**src/rtl/tics_regs.svh**
```systemverilog
// Purpose: register map, field positions and constants of the transmit input clock select
// Assumes: apb word access at 100 MHz pclk, two channels
// Notes: ternary selects held as 2 bits, low=0 mid=1 high=2, 3 reads as mid
`ifndef TICS_REGS_SVH
`define TICS_REGS_SVH
`define TICS_CTRL_OFS 12'h000
`define TICS_STAT_OFS 12'h004
`define TICS_PHASE_OFS 12'h008
`define TICS_CTRL_RST 10'h000
`define TICS_F_CKSEL 0
`define TICS_F_RATE 2
`define TICS_F_RXSEL 3
`define TICS_F_DEC 4
`define TICS_F_MODE0 6
`define TICS_F_MODE1 8
`define TICS_F_INV 0
`define TICS_F_MIDX 1
`define TICS_F_MULT 5
`define TICS_F_LOCK 10
`define TICS_F_DROP 11
`define TICS_F_EMPTY 13
`define TICS_MULT_FULL 5'd10
`define TICS_MULT_HALF 5'd20
`define TICS_FIFO_DEPTH 32
`define TICS_NCH 2
`endif

```
**src/rtl/tics_pkg.sv**
```systemverilog
// Purpose: types of the transmit input clock select
// Assumes: nothing
// Notes: code 3 on a ternary field reads as mid, like a floating pin
package tics_pkg;
  typedef enum logic [1:0] {TERN_LOW = 2'h0, TERN_MID = 2'h1, TERN_HIGH = 2'h2} tics_tern_type;
  typedef enum logic [1:0] {ALN_LOCKED, ALN_ARM, ALN_ADJUST} tics_aln_type;
  function automatic tics_tern_type tics_tern(input logic [1:0] v);
    return (v == 2'h3) ? TERN_MID : tics_tern_type'(v);
  endfunction
endpackage

```
**src/rtl/tics_fifo.sv**
```systemverilog
// Purpose: synchronous fifo with valid and ready on both sides
// Assumes: one clock
// Notes: show-ahead output, honest full and empty
`timescale 1ns/1ps
`default_nettype none
module tics_fifo #(parameter int W = 10, parameter int D = 32) (
  // clock and reset
  input wire logic pclk,
  input wire logic presetn,
  // fill side
  input wire logic in_valid,
  output logic in_ready,
  input wire logic [W-1:0] in_data,
  // drain side
  output logic out_valid,
  input wire logic out_ready,
  output logic [W-1:0] out_data
);
  localparam int AW = $clog2(D);
  logic [W-1:0] mem_q [D];
  logic [AW-1:0] wr_q;
  logic [AW-1:0] rd_q;
  logic [AW:0] cnt_q;
  logic push;
  logic pop;

  assign in_ready = (cnt_q != (AW+1)'(D));
  assign out_valid = (cnt_q != '0);
  assign out_data = mem_q[rd_q];
  assign push = in_valid && in_ready;
  assign pop = out_valid && out_ready;

  always_ff @(posedge pclk) begin
    if (push) begin
      mem_q[wr_q] <= in_data;
    end
  end

  always_ff @(posedge pclk or negedge presetn) begin
    if (!presetn) begin
      wr_q <= '0;
      rd_q <= '0;
      cnt_q <= '0;
    end else begin
      wr_q <= push ? wr_q + 1'b1 : wr_q;
      rd_q <= pop ? rd_q + 1'b1 : rd_q;
      cnt_q <= cnt_q + (AW+1)'(push) - (AW+1)'(pop);
    end
  end
endmodule // tics_fifo
`default_nettype wire

```
**src/rtl/tics_top.sv**
```systemverilog
// Purpose: transmit input clock select, rate select, mode decode and rx output timing
// Assumes: all pin clocks are far below pclk and sampled through two flops
// Notes: registers over apb, pready one cycle after setup
`timescale 1ns/1ps
`include "tics_regs.svh"
`default_nettype none
module tics_top (
  // clock and reset
  input wire logic pclk,
  input wire logic presetn,
  // apb slave
  input wire logic psel,
  input wire logic penable,
  input wire logic pwrite,
  input wire logic [11:0] paddr,
  input wire logic [31:0] pwdata,
  output logic [31:0] prdata,
  output logic pready,
  output logic pslverr,
  // transmit pins
  input wire logic reference_clock_in,
  input wire logic tx_input_clock_a,
  input wire logic tx_input_clock_b,
  input wire logic tx_phase_align_reset_n,
  input wire logic [15:0] tx_parallel_data_in,
  input wire logic [3:0] tx_char_control_in,
  output wire logic [1:0] tx_input_ready,
  // transmit core side
  output wire logic [19:0] tx_char_out,
  output wire logic [1:0] tx_char_valid,
  input wire logic [1:0] tx_char_ready,
  output logic tx_synth_clock_out,
  output logic [3:0] tx_mode_out,
  // receive decoder side
  input wire logic [15:0] rx_dec_data_in,
  input wire logic [5:0] rx_dec_status_in,
  input wire logic [3:0] rx_raw_low_in,
  input wire logic [1:0] rx_comma_in,
  // receive pins
  output wire logic [15:0] rx_parallel_data_out,
  output wire logic [5:0] rx_char_status_out,
  output logic rx_output_clock_a,
  output logic rx_output_clock_c
);
  import tics_pkg::*;

  // ****************************************
  // declarations
  // ****************************************
  logic [9:0] ctrl_q;
  logic [23:0] s1_q;
  logic [23:0] s2_q;
  logic [2:0] s3_q;
  logic [7:0] hp_cnt_q;
  logic [7:0] hp_len_q;
  logic pready_q;
  logic pslverr_q;
  logic [31:0] prdata_q;
  logic [3:0] mode_q;
  logic synth_q;
  logic rxck_a_q;
  logic rxck_c_q;
  logic [1:0] drop_q;
  tics_aln_type aln_q;
  tics_aln_type aln_d;
  tics_tern_type ck_sel;
  tics_tern_type dec_sel;
  tics_tern_type mode0;
  tics_tern_type mode1;
  logic rate;
  logic rx_sel;
  logic ref_rise;
  logic ref_fall;
  logic ref_ev;
  logic [1:0] chan_rise;
  logic [1:0] cap_ev;
  logic [1:0] fifo_rdy;
  logic [1:0] fifo_empty;
  logic [1:0] drop_set;
  logic [1:0] drop_clr;
  logic mid_tog;
  logic synth_d;
  logic char_tick;
  logic rx_ev;
  logic adjusting;
  logic invalid;
  logic [4:0] pll_mult;
  logic [3:0] mode_idx;
  logic [15:0] phase_w;
  logic [31:0] stat_w;
  logic [31:0] rd_val;
  logic setup;
  logic acc;
  logic wr_ev;
  logic hit_ctrl;
  logic hit_stat;
  logic hit_phase;
  logic mapped;

  // ****************************************
  // pin synchronisers and edges
  // ****************************************
  always_ff @(posedge pclk or negedge presetn) begin
    if (!presetn) begin
      s1_q <= 24'h000000;
      s2_q <= 24'h000000;
      s3_q <= 3'h0;
    end else begin
      s1_q <= {tx_char_control_in, tx_parallel_data_in, tx_phase_align_reset_n,
               tx_input_clock_b, tx_input_clock_a, reference_clock_in};
      s2_q <= s1_q;
      s3_q <= s2_q[2:0];
    end
  end

  assign ref_rise = s2_q[0] && !s3_q[0];
  assign ref_fall = !s2_q[0] && s3_q[0];
  assign chan_rise = s2_q[2:1] & ~s3_q[2:1];

  // ****************************************
  // static select decode
  // ****************************************
  assign ck_sel = tics_tern(ctrl_q[`TICS_F_CKSEL +: 2]);
  assign rate = ctrl_q[`TICS_F_RATE];
  assign rx_sel = ctrl_q[`TICS_F_RXSEL];
  assign dec_sel = tics_tern(ctrl_q[`TICS_F_DEC +: 2]);
  assign mode0 = tics_tern(ctrl_q[`TICS_F_MODE0 +: 2]);
  assign mode1 = tics_tern(ctrl_q[`TICS_F_MODE1 +: 2]);
  assign mode_idx = {2'h0, mode1} * 4'h3 + {2'h0, mode0};
  assign invalid = rate && (ck_sel != TERN_LOW);
  assign pll_mult = rate ? `TICS_MULT_HALF : `TICS_MULT_FULL;
  assign ref_ev = ref_rise || (rate && ck_sel == TERN_LOW && ref_fall);

  // ****************************************
  // transmit synth clock
  // ****************************************
  assign mid_tog = rate && hp_len_q != 8'h00 && hp_cnt_q == {1'b0, hp_len_q[7:1]};
  assign synth_d = (ref_rise || ref_fall || mid_tog) ? !synth_q : synth_q;
  assign char_tick = synth_d && !synth_q;

  always_ff @(posedge pclk or negedge presetn) begin
    if (!presetn) begin
      hp_cnt_q <= 8'h00;
      hp_len_q <= 8'h00;
      synth_q <= 1'b0;
      mode_q <= 4'h0;
    end else begin
      hp_cnt_q <= (ref_rise || ref_fall) ? 8'h00 : hp_cnt_q + 8'(hp_cnt_q != 8'hff);
      hp_len_q <= (ref_rise || ref_fall) ? hp_cnt_q : hp_len_q;
      synth_q <= synth_d;
      mode_q <= mode_idx;
    end
  end

  assign tx_synth_clock_out = synth_q;
  assign tx_mode_out = mode_q;

  // ****************************************
  // phase align control
  // ****************************************
  always_comb begin
    aln_d = aln_q;
    case (aln_q)
      ALN_LOCKED: begin
        if (!s2_q[3] && ref_rise) begin
          aln_d = ALN_ARM;
        end
      end
      ALN_ARM: begin
        if (s2_q[3]) begin
          aln_d = ALN_LOCKED;
        end else if (ref_rise) begin
          aln_d = ALN_ADJUST;
        end
      end
      ALN_ADJUST: begin
        if (s2_q[3]) begin
          aln_d = ALN_LOCKED;
        end
      end
      default: begin
        aln_d = ALN_LOCKED;
      end
    endcase
  end

  always_ff @(posedge pclk or negedge presetn) begin
    if (!presetn) begin
      aln_q <= ALN_LOCKED;
    end else begin
      aln_q <= aln_d;
    end
  end

  assign adjusting = aln_q == ALN_ADJUST && !(ck_sel == TERN_LOW && !rate);

  // ****************************************
  // per channel capture, fifo and rx output
  // ****************************************
  assign rx_ev = rx_sel ? char_tick : ref_ev;

  for (genvar ch = 0; ch < `TICS_NCH; ch++) begin : g_ch
    logic [9:0] fo_data;
    logic fo_valid;
    logic fo_ready;
    logic [9:0] chr_q;
    logic val_q;
    logic rdy_q;
    logic [7:0] phase_q;
    logic [7:0] rxd_q;
    logic [2:0] rxs_q;

    assign cap_ev[ch] = (ck_sel == TERN_LOW) ? ref_ev :
                        (ck_sel == TERN_MID) ? chan_rise[ch] :
                        chan_rise[0];
    assign drop_set[ch] = cap_ev[ch] && !fifo_rdy[ch];
    assign fo_ready = char_tick && (!val_q || tx_char_ready[ch]);
    assign fifo_empty[ch] = !fo_valid;

    tics_fifo #(.W(10), .D(`TICS_FIFO_DEPTH)) u_fifo (
      .pclk(pclk),
      .presetn(presetn),
      .in_valid(cap_ev[ch]),
      .in_ready(fifo_rdy[ch]),
      .in_data({s2_q[20+2*ch +: 2], s2_q[4+8*ch +: 8]}),
      .out_valid(fo_valid),
      .out_ready(fo_ready),
      .out_data(fo_data)
    );

    always_ff @(posedge pclk or negedge presetn) begin
      if (!presetn) begin
        chr_q <= 10'h000;
        val_q <= 1'b0;
        rdy_q <= 1'b0;
        phase_q <= 8'h00;
        rxd_q <= 8'h00;
        rxs_q <= 3'h0;
      end else begin
        chr_q <= (fo_ready && fo_valid) ? fo_data : chr_q;
        val_q <= (fo_ready && fo_valid) || (val_q && !tx_char_ready[ch]);
        rdy_q <= fifo_rdy[ch];
        phase_q <= (adjusting && chan_rise[ch]) ? hp_cnt_q : phase_q;
        if (rx_ev) begin
          rxd_q <= rx_dec_data_in[8*ch +: 8];
          rxs_q <= (dec_sel == TERN_LOW) ? {rx_comma_in[ch], rx_raw_low_in[2*ch +: 2]} :
                   rx_dec_status_in[3*ch +: 3];
        end
      end
    end

    assign tx_char_out[10*ch +: 10] = chr_q;
    assign tx_char_valid[ch] = val_q;
    assign tx_input_ready[ch] = rdy_q;
    assign phase_w[8*ch +: 8] = phase_q;
    assign rx_parallel_data_out[8*ch +: 8] = rxd_q;
    assign rx_char_status_out[3*ch +: 3] = rxs_q;
  end

  // ****************************************
  // receive output clocks
  // ****************************************
  always_ff @(posedge pclk or negedge presetn) begin
    if (!presetn) begin
      rxck_a_q <= 1'b0;
      rxck_c_q <= 1'b0;
    end else begin
      rxck_a_q <= rx_sel ? synth_q : s2_q[0];
      rxck_c_q <= rx_sel ? synth_q : s2_q[0];
    end
  end

  assign rx_output_clock_a = rxck_a_q;
  assign rx_output_clock_c = rxck_c_q;

  // ****************************************
  // apb slave
  // ****************************************
  assign setup = psel && !penable;
  assign acc = psel && penable && pready_q;
  assign wr_ev = acc && pwrite;
  assign hit_ctrl = paddr == `TICS_CTRL_OFS;
  assign hit_stat = paddr == `TICS_STAT_OFS;
  assign hit_phase = paddr == `TICS_PHASE_OFS;
  assign mapped = hit_ctrl || hit_stat || hit_phase;
  assign drop_clr = (wr_ev && hit_stat) ? pwdata[`TICS_F_DROP +: 2] : 2'h0;
  assign stat_w = {17'h00000, fifo_empty, drop_q, aln_q == ALN_LOCKED,
                   pll_mult, mode_idx, invalid};
  assign rd_val = hit_ctrl ? {22'h000000, ctrl_q} :
                  hit_stat ? stat_w :
                  hit_phase ? {16'h0000, phase_w} : 32'h00000000;

  always_ff @(posedge pclk or negedge presetn) begin
    if (!presetn) begin
      pready_q <= 1'b0;
      pslverr_q <= 1'b0;
      prdata_q <= 32'h00000000;
      ctrl_q <= `TICS_CTRL_RST;
      drop_q <= 2'h0;
    end else begin
      pready_q <= setup;
      pslverr_q <= setup ? !mapped : (acc ? 1'b0 : pslverr_q);
      prdata_q <= setup ? (pwrite ? 32'h00000000 : rd_val) : (acc ? 32'h00000000 : prdata_q);
      ctrl_q <= (wr_ev && hit_ctrl) ? pwdata[9:0] : ctrl_q;
      drop_q <= drop_set | (drop_q & ~drop_clr);
    end
  end

  assign pready = pready_q;
  assign pslverr = pslverr_q;
  assign prdata = prdata_q;
endmodule // tics_top
`default_nettype wire

```
**config.mk**
```make
export PLATFORM = sky130hd
export DESIGN_NAME = tics_top
export DESIGN_NICKNAME = d
export VERILOG_FILES = /design/src/rtl/tics_pkg.sv /design/src/rtl/tics_fifo.sv /design/src/rtl/tics_top.sv
export VERILOG_INCLUDE_DIRS = /design/src /design/src/rtl
export SDC_FILE = /design/constraint.sdc
export NUM_CORES = 1
export LEC_CHECK = 0
export BUFFER_PORTS_ARGS = -buffer_cell sky130_fd_sc_hd__buf_2
export CAP_MARGIN = 10
export CELL_PAD_IN_SITES_DETAIL_PLACEMENT = 1
export CELL_PAD_IN_SITES_GLOBAL_PLACEMENT = 1
export CORE_UTILIZATION = 30
export DETAILED_ROUTE_END_ITERATION = 16
export PLACE_DENSITY = 0.48
export SETUP_SLACK_MARGIN = 0.1
export SKIP_LAST_GASP = 1
export SLEW_MARGIN = 20
export SYNTH_ARGS = -nofsm -noshare
export SYNTH_HDL_FRONTEND = slang
export SYNTH_SLANG_ARGS = --single-unit
export TNS_END_PERCENT = 10
```
**constraint.sdc**
```tcl
create_clock -name pclk -period 6.75 [get_ports pclk]
set_input_delay 1.0125 -clock pclk [delete_from_list [all_inputs] [get_ports pclk]]
set_output_delay 1.0125 -clock pclk [all_outputs]
set_load 0.005 [all_outputs]
```
==> results.tsv <==
metric	value	unit
area share of the largest cell type after synthesis	0.584	
DRC Markers	0	
routed vias/inst	4.76	
leading area contributor after synthesis	edfxtp_1	
WHS Path Cells	0	
min-delay src	s1_q[15]	
R2R cell count	17	
CP max FO	23	
final count of pins violating max slew	0	
Synth Register Bits	839	
Final Cell Area	38300	um^2
H-Tree Depth	3	
CP Data Arrival Time	4.59	ns
Layout Skew	0.0291	ns
synthesized area	32900	um^2
Synth cell types	60	
worst hold path type	register to register	
most common cell after layout, fill and taps aside	edfxtp_1	
fin crit share	0.602	
Via Count	16300	
initial antenna violation count	5	
clk sinks	839	
Final min period	4.07	ns
P_leak	13.4	nW
layout cell share with drive strength beyond 1	0.299	
Yosys warnings	0	
global-route wire length before repair	122	mm
Root Buffer	clkbuf_16	
Syn Area/Cell	19.0	um^2
die area	111000	um^2
GRT Resource Usage Total	0.149	
synth top area cells	edfxtp_1, dfrtp_1, mux4_2	
Post-synth EDFFs	640	
RSZ-0062 raised after global routing	no	
Worst setup SP type	register	
Setup Crit Path Kind	register to register	
dominant synthesized flop cell	edfxtp_1	
Detailed Route Iter0 Violations	1044	
Setup Viol. Count Final	0	
Fillers	10800	
CTS tree	done	
Routed Wire Length	81.9	mm
vias in the first global route	17900	
num rows	121	
R2R Path End	g_ch[1].u_fifo.cnt_q[4]	
status	complete, no violations	
Critical Path Source	ctrl_q[2]	
Post-DRT Antenna Nets	0	
gpl congestion	0.736	
io pins	190	
register area share after synthesis	0.735	
commonest cells after routing, fill and taps aside	edfxtp_1, dfrtp_1, mux4_2	
asr flop ratio synth	0.237	
Tightest Pin Transition	1.11	ns
Starting Density	0.302	
Fin Setup TNS	0	ns
Max Root-Sink Buffers	3	
final hold vios	0	
clk_lat worst skew	0.65	ns
postcts setup bufs	0	
pre-CTS setup slack	2.08	ns
grt ovf	0	
Area growth syn-to-layout	16.5	%
largest net degree at the start of global routing	84	
fmax	246	MHz
post-cts gate resize count	0	
Final #Nets	2070	
Num CTS Buffers	95	
drt first pass iters	5	
max-cap violation count	0	
Die Wd	333	um
Area after DPL	35200	um^2
Slew HR	0.254	
Reg2Reg Launch Point	ctrl_q[2]	
power density cells	383	nW/um^2
IO buf count	153	
fin worst setup slack	2.68	ns
die height	333	um
Crit. End Element	register	
wire per inst	23.9	um
required time at the worst-slack endpoint	7.28	ns
hold buffers post-CTS	0	
r2r setup slk	2.68	ns
worst vdd ir	0.000259	V
Detail Placement HPWL	51.4	mm
Post-Syn Instances	1733	
CORE AREA	109000	um^2
hold endpoint	s2_q[15]	
Worst-path clk slew	0.06	ns
[cell usage after synthesis (11+ instances only)]
cell	count
a21oi_1	36
and2_1	11
buf_2	19
buf_4	26
clkbuf_1	36
dfrtp_1	199
edfxtp_1	640
ha_1	36
inv_1	35
mux2_2	39
mux2i_1	42
mux4_2	175
nand2_1	81
nand3_1	26
nand4_1	11
nor2_1	87
nor2b_1	22
o21ai_0	26
o21ai_1	11
xnor2_1	26
xor2_1	11
[where the power goes]
group | switching (mW) | internal (mW)
sequential | 0.452 | 5.91
combinational | 1.73 | 1.57
clock | 2.09 | 2.95
total | 4.26 | 10.4
[cell families (layout without fill, tap and decap cells)]
| kind of cell | after synthesis | after routing | share of synthesized area |
|---|---|---|---|
| buffers and inverters | 134 | 395 | 0.0211 |
| xor gates and xnor gates | 37 | 37 | 0.00985 |
| and+or+nand+nor | 284 | 284 | 0.0419 |
| adders and majority gates | 39 | 39 | 0.0155 |
| muxes | 266 | 266 | 0.150 |
| DFF | 839 | 839 | 0.735 |
| AOI/OAI and AO/OA | 133 | 133 | 0.0257 |
| other | 1 | 17 | 0.000114 |
[layer usage]
metal  up-vias  wire (um)  track usage
met5         -         28            0
met4         4       1330       0.0354
met3        97       3240       0.0272
met2       309      39200        0.240
met1      8717      38100        0.209
li1       7162          -            -
[area by class of cell]
type                    count  area [um^2]  share of cell area
flip-flops and latches    839        24200               0.632
multi-input cells         775         8130               0.212
clock buffers             133         2670              0.0695
well taps                1414         1770              0.0462
repair buffers            182         1010              0.0263
clock inverters            45          383             0.00999
inverters                  35          131             0.00343
diodes                      1         2.50           0.0000653
[per-stage QoR]
stage               hold WS (ns)  power (mW)  utilization  cells
floorplan                  0.331        8.69            -   1748
global placement           0.332        9.80        0.323   3245
detailed placement         0.336        9.86        0.324   3245
CTS                        0.337        15.0        0.352   3423
global route               0.356        15.4        0.352   3423
finish                     0.347        14.7        0.352   3424
[flip-flops by register name, indices dropped and copies added (netlist names), 4 cells and up]
name / count
g_ch.phase_q: 16
g_ch.u_fifo.mem_q: 640
g_ch.rxd_q: 16
g_ch.u_fifo.wr_q: 10
g_ch.u_fifo.cnt_q: 12
prdata: 16
hp_len_q: 8
s1_q: 24
g_ch.u_fifo.rd_q: 10
s2_q: 24
g_ch.chr_q: 20
hp_cnt_q: 8
g_ch.rxs_q: 6
tx_mode_out: 4
ctrl_q: 10
[worst max-delay path, cell delays in order, from the launching register on]
cell      delay, ns
dfrtp_1        0.56
inv_1          0.18
a211oi_1       0.21
nand3_1        0.10
o41ai_1        0.41
ha_1           0.35
nand3_2        0.47
inv_1          0.32
ha_1           0.27
inv_1          0.06
ha_1           0.15
inv_1          0.06
fa_1           0.42
inv_1          0.07
a21oi_1        0.05
nor2_1         0.08
nor2_1         0.06
xnor2_1        0.12
[how the worst max path moves through the flow]
stage / end / slack, ns / depth (start not counted)
final: g_ch[1].u_fifo.cnt_q[4] / 2.68 / 17
after global routing: g_ch[1].u_fifo.cnt_q[4] / 2.19 / 17
after CTS: g_ch[1].u_fifo.cnt_q[4] / 2.06 / 17
after detailed placement: g_ch[1].u_fifo.cnt_q[4] / 2.08 / 17
after global placement: g_ch[1].u_fifo.cnt_q[4] / 2.11 / 17
after floorplan: g_ch[0].u_fifo.cnt_q[4] / 3.37 / 17
Note: power is estimated with default switching activity, not from simulation.
